**src/include/csh_pkg.sv**
```systemverilog
// Shared types and constants of the core security hardening block
package csh_pkg;

  // ----------------------------------------------------------------
  // Generator configuration
  // ----------------------------------------------------------------
  typedef struct packed {
    logic [31:0] prng_tap_coefficients;
    logic [31:0] prng_reset_seed;
  } csh_prng_config_type;

  localparam csh_prng_config_type PRNG_A_DEFAULT = '{32'h8000_0057, 32'h0000_0001};
  localparam csh_prng_config_type PRNG_B_DEFAULT = '{32'h8000_0057, 32'h0000_0002};
  localparam csh_prng_config_type PRNG_C_DEFAULT = '{32'h8000_0057, 32'h0000_0003};

  // ----------------------------------------------------------------
  // Widths and fixed values
  // ----------------------------------------------------------------
  localparam int XLEN = 32;
  localparam int ECC_W = 6;
  localparam int RF_WORD_W = XLEN + ECC_W;
  localparam int LAT_W = 6;
  localparam int FILL_W = 6;
  localparam logic [1:0] RATE_LOW_ONES = 2'h3;
  localparam logic [31:0] PC_STEP_RVC = 32'h0000_0002;
  localparam logic [31:0] PC_STEP_RV32 = 32'h0000_0004;
  localparam logic [31:0] JUMP_ALIGN_MASK = 32'hFFFF_FFFE;

  // Compressed shift-left hint fields
  localparam logic [1:0] HINT_QUADRANT = 2'h2;
  localparam logic [2:0] HINT_FUNCT3 = 3'h0;
  localparam logic [4:0] HINT_RD_ZERO = 5'h00;

  // ----------------------------------------------------------------
  // Enumerations
  // ----------------------------------------------------------------
  typedef enum logic [1:0] {
    FILL_ADD = 2'h0,
    FILL_MUL = 2'h1,
    FILL_BLTU = 2'h3
  } csh_filler_op_type;

  typedef enum logic [1:0] {
    XFER_SEQ = 2'h0,
    XFER_BRANCH = 2'h1,
    XFER_JUMP = 2'h3,
    XFER_TRAP_RETURN = 2'h2
  } csh_xfer_kind_type;

  typedef enum logic {
    LAT_IDLE = 1'b0,
    LAT_BUSY = 1'b1
  } csh_lat_state_type;

  // ----------------------------------------------------------------
  // Check code: distance-3 code, every column distinct, weight >= 2
  // ----------------------------------------------------------------
  function automatic logic [ECC_W-1:0] eccColumn(input int idx);
    int n;
    logic [ECC_W-1:0] col;
    n = 0;
    col = '0;
    for (int k = 3; k < 64; k++) begin
      if ((k & (k - 1)) != 0) begin
        if (n == idx) col = k[ECC_W-1:0];
        n++;
      end
    end
    return col;
  endfunction

  function automatic logic [ECC_W-1:0] eccEncode(input logic [XLEN-1:0] data);
    logic [ECC_W-1:0] code;
    code = '0;
    for (int i = 0; i < XLEN; i++) begin
      if (data[i]) code = code ^ eccColumn(i);
    end
    return code;
  endfunction

endpackage

```
**src/core/csh_core_security_hardening.sv**
```systemverilog
// Security hardening logic: alarms, generators, fillers, timing and checks
`timescale 1ns/1ps
`default_nettype none

// Behaviour
// - Two alarm outputs stay high every cycle their issue persists.
// - Severe alarm on check-code, PC, shadow, interface, integrity or protocol errors.
// - Mild alarm on generator lockup, taken illegal instructions and taken access or bus faults.
// - Constant-time mode fixes divide latency and equalises branch latency.
// - With filler enabled, fillers enter at random intervals, state unchanged.
// - Rate field picks interval 1-4 up to 1-64 real instructions.
// - Any other rate encoding is legal and still inserts fillers.
// - Generator a picks spacing and filler kind: add, multiply or bltu.
// - Filler operands come from generators b and c, not registers.
// - Each generator takes taps and reset seed from a parameter.
// - Software reseed writes load the generator; software avoids lockup seeds.
// - A locked generator raises mild alarm and reloads its reset seed.
// - Filler cycles count as cycles but never as retired instructions.
// - Shift-left hint to x0 runs random op if enabled, else nop.
// - The hint always counts as cycle and as retired instruction.
// - Register words carry a check code; read errors raise severe alarm.
// - PC check compares fetch PC with decode PC plus 2 or 4.
// - PC check recomputes jump, branch and return targets and decisions.
// - Any PC or decision mismatch pulses the severe alarm.
// - Critical CSRs keep complemented shadows, compared every cycle.
module csh_core_security_hardening #(
  parameter csh_pkg::csh_prng_config_type PRNG_A_CFG = csh_pkg::PRNG_A_DEFAULT,
  parameter csh_pkg::csh_prng_config_type PRNG_B_CFG = csh_pkg::PRNG_B_DEFAULT,
  parameter csh_pkg::csh_prng_config_type PRNG_C_CFG = csh_pkg::PRNG_C_DEFAULT,
  parameter int NUM_CSR = 8,
  parameter logic [NUM_CSR-1:0][31:0] CSR_RESET_VALUE = '0,
  parameter int DIV_FIXED_CYCLES = 35,
  parameter int BRANCH_TAKEN_CYCLES = 2,
  parameter int BRANCH_NOT_TAKEN_CYCLES = 1,
  parameter int CNT_W = 64
) (
  input wire logic clk,
  input wire logic rst,
  input wire logic constTimeEnable,
  input wire logic fillerInsertEnable,
  input wire logic [3:0] fillerRateSelect,
  input wire logic hintRandomizeEnable,
  input wire logic pcCheckEnable,
  input wire logic instrIntfErrNonAssoc,
  input wire logic dataIntfErrNonAssoc,
  input wire logic instrIntegrityFaultTaken,
  input wire logic loadIntegrityNmiTaken,
  input wire logic storeIntegrityNmiTaken,
  input wire logic busProtocolError,
  input wire logic instrAccessFaultTaken,
  input wire logic illegalInstrTaken,
  input wire logic loadAccessFaultTaken,
  input wire logic storeAccessFaultTaken,
  input wire logic instrBusFaultTaken,
  input wire logic loadBusFaultNmiTaken,
  input wire logic storeBusFaultNmiTaken,
  input wire logic [2:0] reseedWrite,
  input wire logic [31:0] reseedValue,
  input wire logic instrIssue,
  input wire logic fillerAccept,
  output logic fillerValid,
  output logic issueHold,
  output csh_pkg::csh_filler_op_type randomOp,
  output logic [31:0] randomOperandA,
  output logic [31:0] randomOperandB,
  input wire logic decodeValid,
  input wire logic [15:0] decodeInstr,
  output logic hintReplace,
  output logic hintNop,
  input wire logic opStart,
  input wire logic opIsDiv,
  input wire logic [csh_pkg::LAT_W-1:0] divDataCycles,
  input wire logic branchTaken,
  output logic opBusy,
  output logic opDone,
  input wire logic pcCheckValid,
  input wire csh_pkg::csh_xfer_kind_type xferKind,
  input wire logic [31:0] idPc,
  input wire logic idCompressed,
  input wire logic [31:0] ifPc,
  input wire logic [31:0] xferBase,
  input wire logic [31:0] xferOffset,
  input wire logic [31:0] branchOpA,
  input wire logic [31:0] branchOpB,
  input wire logic [2:0] branchCond,
  input wire logic coreTaken,
  input wire logic [NUM_CSR-1:0] csrWrite,
  input wire logic [31:0] csrWriteData,
  input wire logic [NUM_CSR-1:0][31:0] csrMainValue,
  input wire logic rfWriteEnable,
  input wire logic [4:0] rfWriteAddr,
  input wire logic [31:0] rfWriteData,
  input wire logic [csh_pkg::RF_WORD_W-1:0] rfInjectMask,
  input wire logic rfReadEnable,
  input wire logic [4:0] rfReadAddr,
  output logic [31:0] rfReadData,
  input wire logic retireValid,
  input wire logic retireIsFiller,
  output logic [CNT_W-1:0] cycleCount,
  output logic [CNT_W-1:0] retiredCount,
  output logic severe_alarm_out,
  output logic mild_alarm_out
);

  // ----------------------------------------------------------------
  // Elaboration checks
  // ----------------------------------------------------------------
  if (PRNG_A_CFG.prng_tap_coefficients == '0 || PRNG_A_CFG.prng_reset_seed == '0 ||
      PRNG_B_CFG.prng_tap_coefficients == '0 || PRNG_B_CFG.prng_reset_seed == '0 ||
      PRNG_C_CFG.prng_tap_coefficients == '0 || PRNG_C_CFG.prng_reset_seed == '0) begin : gBadCfg
    $error("generator configuration values must be non-zero");
  end
  if (DIV_FIXED_CYCLES < 1 || DIV_FIXED_CYCLES > 63 || BRANCH_TAKEN_CYCLES < 1 ||
      BRANCH_TAKEN_CYCLES > 62 || BRANCH_NOT_TAKEN_CYCLES < 1 ||
      BRANCH_NOT_TAKEN_CYCLES > 62 || NUM_CSR < 1 || CNT_W < 2) begin : gBadParam
    $error("latency, CSR count or counter width out of range");
  end

  localparam csh_pkg::csh_prng_config_type PRNG_CFG [3] = '{PRNG_A_CFG, PRNG_B_CFG, PRNG_C_CFG};
  localparam logic [csh_pkg::LAT_W-1:0] DIV_LAT = csh_pkg::LAT_W'(DIV_FIXED_CYCLES);
  localparam logic [csh_pkg::LAT_W-1:0] TAKEN_LAT = csh_pkg::LAT_W'(BRANCH_TAKEN_CYCLES);
  localparam logic [csh_pkg::LAT_W-1:0] NOT_TAKEN_LAT = csh_pkg::LAT_W'(BRANCH_NOT_TAKEN_CYCLES);
  localparam logic [csh_pkg::LAT_W-1:0] LAT_ONE = csh_pkg::LAT_W'(1);

  typedef struct packed {
    logic [2:0][31:0] prng;
    logic [csh_pkg::FILL_W-1:0] fillCnt;
    logic fillPending;
    csh_pkg::csh_filler_op_type fillOp;
    logic [31:0] opA;
    logic [31:0] opB;
    csh_pkg::csh_lat_state_type latState;
    logic [csh_pkg::LAT_W-1:0] latCnt;
    logic [NUM_CSR-1:0][31:0] shadow;
    logic [CNT_W-1:0] cycleCnt;
    logic [CNT_W-1:0] retiredCnt;
    logic severe;
    logic mild;
  } csh_state_type;

  csh_state_type state_q;
  csh_state_type state_d;

  // ----------------------------------------------------------------
  // Helpers
  // ----------------------------------------------------------------
  function automatic logic [31:0] prngStep(input logic [31:0] s, input logic [31:0] taps);
    return {1'b0, s[31:1]} ^ (s[0] ? taps : 32'h0000_0000);
  endfunction

  function automatic csh_pkg::csh_filler_op_type pickOp(input logic [1:0] r);
    case (r)
      2'h1: return csh_pkg::FILL_MUL;
      2'h2: return csh_pkg::FILL_BLTU;
      default: return csh_pkg::FILL_ADD;
    endcase
  endfunction

  function automatic logic branchDecision(input logic [2:0] cond, input logic [31:0] a,
                                          input logic [31:0] b);
    case (cond)
      3'h0: return a == b;
      3'h1: return a != b;
      3'h4: return $signed(a) < $signed(b);
      3'h5: return $signed(a) >= $signed(b);
      3'h6: return a < b;
      3'h7: return a >= b;
      default: return 1'b0;
    endcase
  endfunction

  // ----------------------------------------------------------------
  // Register file with check code
  // ----------------------------------------------------------------
  logic rfEccError;

  csh_regfile_ecc #(
    .WORDS(32),
    .ADDR_W(5)
  ) u_regfile (
    .clk(clk),
    .rst(rst),
    .writeEnable(rfWriteEnable),
    .writeAddr(rfWriteAddr),
    .writeData(rfWriteData),
    .injectMask(rfInjectMask),
    .readEnable(rfReadEnable),
    .readAddr(rfReadAddr),
    .readData(rfReadData),
    .eccError(rfEccError)
  );

  // ----------------------------------------------------------------
  // Combinational checks
  // ----------------------------------------------------------------
  logic [2:0] lockup;
  logic isHint;
  logic csrMismatch;
  logic pcMismatch;
  logic [31:0] expectPc;
  logic [31:0] stepPc;
  logic recomputedTaken;
  logic [csh_pkg::FILL_W-1:0] fillMask;
  logic [csh_pkg::LAT_W-1:0] opLatency;
  logic [csh_pkg::LAT_W-1:0] notTakenLat;

  always_comb begin
    for (int i = 0; i < 3; i++) begin
      lockup[i] = state_q.prng[i] == 32'h0000_0000;
    end
    isHint = decodeValid && decodeInstr[1:0] == csh_pkg::HINT_QUADRANT &&
             decodeInstr[15:13] == csh_pkg::HINT_FUNCT3 &&
             decodeInstr[11:7] == csh_pkg::HINT_RD_ZERO &&
             {decodeInstr[12], decodeInstr[6:2]} != 6'h00;
    csrMismatch = 1'b0;
    for (int i = 0; i < NUM_CSR; i++) begin
      if (csrMainValue[i] != ~state_q.shadow[i]) csrMismatch = 1'b1;
    end
    stepPc = idPc + (idCompressed ? csh_pkg::PC_STEP_RVC : csh_pkg::PC_STEP_RV32);
    recomputedTaken = branchDecision(branchCond, branchOpA, branchOpB);
    case (xferKind)
      csh_pkg::XFER_BRANCH: expectPc = recomputedTaken ? idPc + xferOffset : stepPc;
      csh_pkg::XFER_JUMP: expectPc = (xferBase + xferOffset) & csh_pkg::JUMP_ALIGN_MASK;
      csh_pkg::XFER_TRAP_RETURN: expectPc = xferBase;
      default: expectPc = stepPc;
    endcase
    pcMismatch = pcCheckEnable && pcCheckValid && (ifPc != expectPc ||
                 (xferKind == csh_pkg::XFER_BRANCH && coreTaken != recomputedTaken));
    fillMask = {fillerRateSelect, csh_pkg::RATE_LOW_ONES};
    // Not-taken branches pay one more cycle while the PC check recomputes
    notTakenLat = NOT_TAKEN_LAT + (pcCheckEnable ? LAT_ONE : '0);
    if (opIsDiv) begin
      opLatency = constTimeEnable ? DIV_LAT : ((divDataCycles == '0) ? LAT_ONE : divDataCycles);
    end else if (constTimeEnable) begin
      opLatency = (TAKEN_LAT > notTakenLat) ? TAKEN_LAT : notTakenLat;
    end else begin
      opLatency = branchTaken ? TAKEN_LAT : notTakenLat;
    end
  end

  assign fillerValid = state_q.fillPending && fillerInsertEnable;
  assign issueHold = fillerValid;
  assign hintReplace = isHint && hintRandomizeEnable;
  assign hintNop = isHint && !hintRandomizeEnable;
  assign opBusy = state_q.latState == csh_pkg::LAT_BUSY;
  assign opDone = opBusy && state_q.latCnt == '0;

  // ----------------------------------------------------------------
  // Next state
  // ----------------------------------------------------------------
  always_comb begin
    state_d = state_q;
    for (int i = 0; i < 3; i++) begin
      if (reseedWrite[i]) begin
        state_d.prng[i] = reseedValue;
      end else if (lockup[i]) begin
        state_d.prng[i] = PRNG_CFG[i].prng_reset_seed;
      end else begin
        state_d.prng[i] = prngStep(state_q.prng[i], PRNG_CFG[i].prng_tap_coefficients);
      end
    end
    // Filler spacing counts real instructions from a random start
    if (!fillerInsertEnable || (fillerValid && fillerAccept)) begin
      state_d.fillPending = 1'b0;
      state_d.fillCnt = state_q.prng[0][csh_pkg::FILL_W-1:0] & fillMask;
    end else if (instrIssue && !state_q.fillPending) begin
      if (state_q.fillCnt == '0) begin
        state_d.fillPending = 1'b1;
      end else begin
        state_d.fillCnt = state_q.fillCnt - 1'b1;
      end
    end
    // Operands frozen while a filler waits to be taken
    if (!state_q.fillPending) begin
      state_d.fillOp = pickOp(state_q.prng[0][csh_pkg::FILL_W+1:csh_pkg::FILL_W]);
      state_d.opA = state_q.prng[1];
      state_d.opB = state_q.prng[2];
    end
    case (state_q.latState)
      csh_pkg::LAT_IDLE: begin
        if (opStart) begin
          state_d.latState = csh_pkg::LAT_BUSY;
          state_d.latCnt = opLatency - LAT_ONE;
        end
      end
      csh_pkg::LAT_BUSY: begin
        if (state_q.latCnt == '0) begin
          state_d.latState = csh_pkg::LAT_IDLE;
        end else begin
          state_d.latCnt = state_q.latCnt - LAT_ONE;
        end
      end
      default: state_d.latState = csh_pkg::LAT_IDLE;
    endcase
    for (int i = 0; i < NUM_CSR; i++) begin
      if (csrWrite[i]) state_d.shadow[i] = ~csrWriteData;
    end
    state_d.cycleCnt = state_q.cycleCnt + 1'b1;
    if (retireValid && !retireIsFiller) begin
      state_d.retiredCnt = state_q.retiredCnt + 1'b1;
    end
    state_d.severe = rfEccError || pcMismatch || csrMismatch || instrIntfErrNonAssoc ||
                     dataIntfErrNonAssoc || instrIntegrityFaultTaken ||
                     loadIntegrityNmiTaken || storeIntegrityNmiTaken ||
                     busProtocolError;
    state_d.mild = (|lockup) || instrAccessFaultTaken || illegalInstrTaken ||
                   loadAccessFaultTaken || storeAccessFaultTaken || instrBusFaultTaken ||
                   loadBusFaultNmiTaken || storeBusFaultNmiTaken;
  end

  always_ff @(posedge clk or posedge rst) begin
    if (rst) begin
      state_q <= '0;
      state_q.prng <= {PRNG_C_CFG.prng_reset_seed, PRNG_B_CFG.prng_reset_seed,
                       PRNG_A_CFG.prng_reset_seed};
      state_q.shadow <= ~CSR_RESET_VALUE;
      state_q.fillOp <= csh_pkg::FILL_ADD;
      state_q.latState <= csh_pkg::LAT_IDLE;
    end else begin
      state_q <= state_d;
    end
  end

  assign randomOp = state_q.fillOp;
  assign randomOperandA = state_q.opA;
  assign randomOperandB = state_q.opB;
  assign cycleCount = state_q.cycleCnt;
  assign retiredCount = state_q.retiredCnt;
  assign severe_alarm_out = state_q.severe;
  assign mild_alarm_out = state_q.mild;
endmodule

`default_nettype wire

```
**src/core/csh_regfile_ecc.sv**
```systemverilog
// Register file with a stored check code per word and checked reads
`timescale 1ns/1ps
`default_nettype none

module csh_regfile_ecc #(
  parameter int WORDS = 32,
  parameter int ADDR_W = 5
) (
  input wire logic clk,
  input wire logic rst,
  input wire logic writeEnable,
  input wire logic [ADDR_W-1:0] writeAddr,
  input wire logic [csh_pkg::XLEN-1:0] writeData,
  input wire logic [csh_pkg::RF_WORD_W-1:0] injectMask,
  input wire logic readEnable,
  input wire logic [ADDR_W-1:0] readAddr,
  output logic [csh_pkg::XLEN-1:0] readData,
  output logic eccError
);

  if (WORDS < 2 || WORDS > (1 << ADDR_W)) begin : gBadSize
    $error("csh_regfile_ecc: WORDS does not fit ADDR_W");
  end

  typedef struct packed {
    logic [WORDS-1:0][csh_pkg::RF_WORD_W-1:0] mem;
    logic [csh_pkg::XLEN-1:0] rdata;
    logic err;
  } csh_rf_state_type;

  csh_rf_state_type state_q;
  csh_rf_state_type state_d;

  always_comb begin
    logic [csh_pkg::RF_WORD_W-1:0] word;
    word = '0;
    state_d = state_q;
    state_d.err = 1'b0;
    // Injection mask lets a fault be planted in the stored word
    if (writeEnable) begin
      state_d.mem[writeAddr] = {csh_pkg::eccEncode(writeData), writeData} ^ injectMask;
    end
    if (readEnable) begin
      word = state_q.mem[readAddr];
      state_d.rdata = word[csh_pkg::XLEN-1:0];
      state_d.err = csh_pkg::eccEncode(word[csh_pkg::XLEN-1:0]) !=
                    word[csh_pkg::RF_WORD_W-1:csh_pkg::XLEN];
    end
  end

  always_ff @(posedge clk or posedge rst) begin
    if (rst) begin
      state_q <= '0;
    end else begin
      state_q <= state_d;
    end
  end

  assign readData = state_q.rdata;
  assign eccError = state_q.err;

endmodule

`default_nettype wire

```
**config.mk**
```make
export PLATFORM = sky130hd
export DESIGN_NAME = csh_core_security_hardening
export DESIGN_NICKNAME = d
export VERILOG_FILES = /design/src/include/csh_pkg.sv /design/src/core/csh_core_security_hardening.sv /design/src/core/csh_regfile_ecc.sv
export SDC_FILE = /design/constraint.sdc
export NUM_CORES = 2
export LEC_CHECK = 0
export ABC_CLOCK_PERIOD_IN_PS = 33400
export BUFFER_PORTS_ARGS = -buffer_cell sky130_fd_sc_hd__buf_2
export CORE_ASPECT_RATIO = 0.75
export CORE_MARGIN = 3
export CORE_UTILIZATION = 50
export DETAILED_ROUTE_END_ITERATION = 16
export PLACE_DENSITY = 0.72
export SLEW_MARGIN = 20
export SYNTH_ARGS = -nofsm -noshare
export SYNTH_HDL_FRONTEND = slang
export SYNTH_HIERARCHICAL = 1
export SYNTH_SLANG_ARGS = --single-unit
```
**constraint.sdc**
```tcl
create_clock -name clk -period 33.4 [get_ports clk]
set_input_delay 1.67 -clock clk [delete_from_list [all_inputs] [get_ports clk]]
set_output_delay 1.67 -clock clk [all_outputs]
set_load 0.1 [all_outputs]
```
-- Yosys cells after proc, flatten, opt, wreduce, memory -nomap -nowiden
Index checks and enable logic that the tools add are counted.
- word-level logic and storage cells: 18380
- output and inout port bits: 234
- register bits: 1811
- muxes and demuxes: 11047
- reductions and logical operators: 164
- bitwise gates (word level): 77
- $add $sub $neg: 3529
- order comparisons: 8
- equal/unequal tests: 3499
- operators by type and width (cell ; number):
    2-to-1 mux 32 bit ; 7178
    adder 32 x 2 -> 32 bit (second input constant) ; 3520
    equality test 32 x 6 -> 1 bit (second input constant) ; 1792
    equality test 32 x 5 -> 1 bit (second input constant) ; 896
    equality test 32 x 4 -> 1 bit (second input constant) ; 448
    2-to-1 mux 6 bit ; 2241
    equality test 32 x 3 -> 1 bit (second input constant) ; 224
    2-to-1 mux 5 bit ; 960
    zero test 32 bit ; 115
    equality test 32 x 2 -> 1 bit (second input constant) ; 112
    2-to-1 mux 4 bit ; 448
    bitwise mux 1216 bit ; 1
    2-to-1 mux 3 bit ; 193
    bitwise XOR 6 bit ; 62
    inequality test 32 bit ; 10
    NOT 32 bit ; 9
    binary-select mux 38 bit (select 5 bit) ; 1
    demux 38 bit (select 5 bit) ; 1
    adder 64 x 1 -> 64 bit (second input constant) ; 2
    one-hot mux 32 bit (3 select lines) ; 1
    bitwise XOR 31 x 32 -> 32 bit ; 3
    2-to-1 mux 38 bit ; 2
    adder 32 bit ; 2
    greater-or-equal comparator 32 bit ; 2
    34 further kinds ; 101

-- Longest topological paths before layout
- depth after elaboration: 268
- mapped depth: 18

-- Cells and area by module
Netlist, hierarchy kept.
- by module, submodules not included (module ; cells each ; sequential area each (sq um) ; area each (sq um) ; instances):
    csh_regfile_ecc ; 5157 ; 31255.0 ; 55966.2 ; 1
    csh_core_security_hardening ; 3492 ; 14388.8 ; 33766.1 ; 1

-- Worst setup path after synthesis
Ideal clock, no wire load.
- path type: reg-to-output
- from: reg state_q (netlist bit opBusy)
- to: out opDone
- slack: 27.230 ns
- data required time: 31.730 ns
- stages on the path, launching flop included: 4
- path buffers: 1
- data arrival time: 4.500 ns
- cells stage by stage: dfrtp_1 clkbuf_1 nand3b_1 nor4_1
- longest elaborated chain between the ends: 1
- ends and longest elaborated chain (what ; line ; RTL):
    start, declared ; csh_core_security_hardening.sv:141 ; csh_state_type state_q;
    start signal, assigned ; csh_core_security_hardening.sv:320 ; state_q <= state_d;
    logical AND 1 bit ; - ;
    end, declared ; csh_core_security_hardening.sv:75 ; output logic opDone,
Every way passes these cells.

==> flow_summary.toml <==
[timing]
finalSetupTns_ns = 0
maxSlewViolCount = 0
fin_crit_ns = 6.62
finalSetupViolations = 0
tightest_slew_ns = 1.25
timing.fmax_mhz = 151
hold_viol_final = 0
finalClockSkew_ns = 0.0400
hold_ws_ns = 0.473
period_share = 0.198
rsz0062_at_grt = "false"
slew_headroom = 0.152
finalWorstSetupSlack_ns = 26.78

[route]
ant_nets = 0
dr.pass1.iters = 7
post_drt_wl_per_cell_um = 27.3
viasPerCell = 6.14
drc_errors = 0
vias = 71112
drtIter0Drc = 8574
wl_um = 316000

[min_path]
worstHoldStart = "state_q[154]"
holdPathStages = 2
min_to = "state_q[154]"
hp-class = "register to register"

[critical_path]
worstPathRequired_ns = 34.10
cp-end-kind = "register"
critPathKind = "input pin to register"
rr_startpoint = "state_q[195]"
reg2reg_depth = 14
critPathArrivalTime_ns = 7.32
r2r-end = "severe_alarm_out"
cp-start-kind = "input pin"
rrSetupSlack_ns = 28.30
cp_max_fo = 83

[grt]
grt_pass1_wl_um = 461000
first_global_vias = 68378
grt_usage = 0.336
grt_overflow = 0
grt_max_degree = 193
antenna_found_initial = 115

[die]
boundaryPins = 900
fp.coreArea_um2 = 177000
fp.dieW_um = 495
initial_core_util = 0.508
rows = 133
dieArea_um2 = 185000
die_h_um = 373

[layout]
mostFrequentLayoutCell = "dfrtp_1"
layout_common_cells = "dfrtp_1, nand2_1, o21ai_0"
n_fill_cell = 14781
layout-drive-gt1-share = 0.239
finish.utilization = 0.570
area_delta_synth_final_pct = 12.2
final_nets = 9749

[clocking]
cts_sinks = 1811
cts_resized = 0
cts_hold_buf = 0
insertion_delay_ns = 0.82
numCtsBuffers = 176
cts_max_path_buffers = 3
postCtsSetupRepairBufs = 0
cts_tree = "built"
cts_max_level = 4
clk_pin_slew_ns = 0.07
cts_root_buffer = "clkbuf_16"

[synth]
ys_seq_area_frac = 0.509
syn_area_um2 = 89700
ys_types = 107
synth_flop_cell = "dfrtp_1"
syn_nets = 9424
synth_edf_count = 0
syn_inst = 8649
ys_async_sr_fraction = 1.00
ys_warn_count = 6
synth_seq_cells = 1811
synth_area_per_cell_um2 = 10.4

[pwr]
ir_worst_vdd_v = 0.0000566
powerDensity_nw_per_um2 = 65.4
power.total_w = 0.00658
power_leakage_nw = 45.7

[placed_design]
pre_cts_ws_ns = 26.00
gp_congestion = 0.991
numPortBuffers = 899
dpl.hpwl_um = 215000

[flow_run]
cap_viol_max_count = 0

[outcome]
status = "finished, final reports clean"
## cells by family after synthesis
family,after synthesis,share of synthesized area
AOI/OAI and AO/OA,1933,0.120
xor gates and xnor gates,640,0.0630
adders and majority gates,109,0.0154
buffers and inverters,1028,0.0576
DFF,1811,0.509
muxes,643,0.116
and+or+nand+nor,2485,0.119
## flip-flops by register name (all words and copies together) (netlist names)
register / flops
randomOperandA: 32
u_regfile/state_q: 1216
retiredCount: 64
mild_alarm_out: 1
randomOp: 2
cycleCount: 64
randomOperandB: 32
u_regfile/readData: 32
severe_alarm_out: 1
u_regfile/eccError: 1
state_q: 365
opBusy: 1
## worst max-delay path, stage by stage
cell	delay [ns]
buf_8	0.59
buf_4	0.80
buf_12	0.50
buf_4	0.86
mux4_2	0.63
mux2i_1	0.15
mux2i_1	0.11
o22ai_1	0.34
xnor2_1	0.20
xnor2_1	0.16
xnor3_1	0.43
nor2_1	0.10
mux2i_1	0.08
o41a_1	0.31
## metrics by stage
| step | instances | instance area (µm²) |
|---|---|---|
| 6_report | 11579 | 101000 |
| 5_1_grt | 11551 | 101000 |
| 4_1_cts | 11474 | 100000 |
| 3_5_place_dp | 11156 | 94200 |
| 3_3_place_gp | 11156 | 94100 |
| 2_1_floorplan | 8649 | 89700 |
## metal layers
metal	vias to the layer above	GRT usage	wire (µm)
met5	-	0	152
met4	24	0.167	17300
met3	783	0.0957	36100
met2	4194	0.485	137000
met1	35580	0.465	125000
li1	30531	-	-
## worst max-delay path by stage
stage | from | endpoint | cells past startpoint
2_1_floorplan | rst | u_regfile/eccError | 1
4_1_cts | rfReadAddr[1] | u_regfile/eccError | 14
3_5_place_dp | rfReadAddr[1] | u_regfile/eccError | 14
5_1_grt | rfReadAddr[1] | u_regfile/eccError | 14
3_3_place_gp | rfReadAddr[1] | u_regfile/eccError | 14
6_report | rfReadAddr[1] | u_regfile/eccError | 14
## power by group
| part | total, W | switching, W | leakage (nW) | internal, W |
|---|---|---|---|---|
| clock | 0.00211 | 0.000899 | 3.00 | 0.00121 |
| combinational | 0.00156 | 0.000975 | 19.9 | 0.000583 |
| sequential | 0.00292 | 0.000269 | 22.7 | 0.00265 |
## final cells by class
| type | instances | area (µm²) | area share |
|---|---|---|---|
| clock inverter | 73 | 1040 | 0.0103 |
| multi-input combinational | 5810 | 39600 | 0.393 |
| sequential | 1811 | 45600 | 0.453 |
| tap | 2362 | 2960 | 0.0293 |
| timing repair buffer | 1015 | 5490 | 0.0546 |
| clock buffer | 245 | 5080 | 0.0504 |
| antenna | 103 | 258 | 0.00256 |
| inverter | 160 | 612 | 0.00608 |
## cells in the mapped netlist, drive strengths merged, types with 13 or more instances
cell type	number	share of area
o31ai	21	0.0018
a21o	26	0.0022
xor2	150	0.015
mux2i	142	0.016
inv	159	0.0067
nand2	1559	0.065
a31oi	24	0.0017
or3	13	0.00091
ha	106	0.015
and4	16	0.0016
nor4	95	0.0068
nor2b	30	0.0021
o21ai	1264	0.070
dfstp	260	0.076
nand4	85	0.0060
o221ai	13	0.0013
xnor2	489	0.048
clkbuf	454	0.019
mux4	295	0.074
o211ai	14	0.0012
a221oi	24	0.0023
and3	42	0.0029
mux2	206	0.026
dfrtp	1551	0.43
nand2b	15	0.0010
o22ai	29	0.0020
nor3	53	0.0030
buf	414	0.032
nor2	384	0.016
and2	22	0.0015
or2	14	0.00098
a211oi	20	0.0017
a2111oi	15	0.0018
a21oi	323	0.018
nand3	107	0.0060
o21a	19	0.0016
a22oi	26	0.0022
No activity file was read; power rests on OpenSTA's default activity.
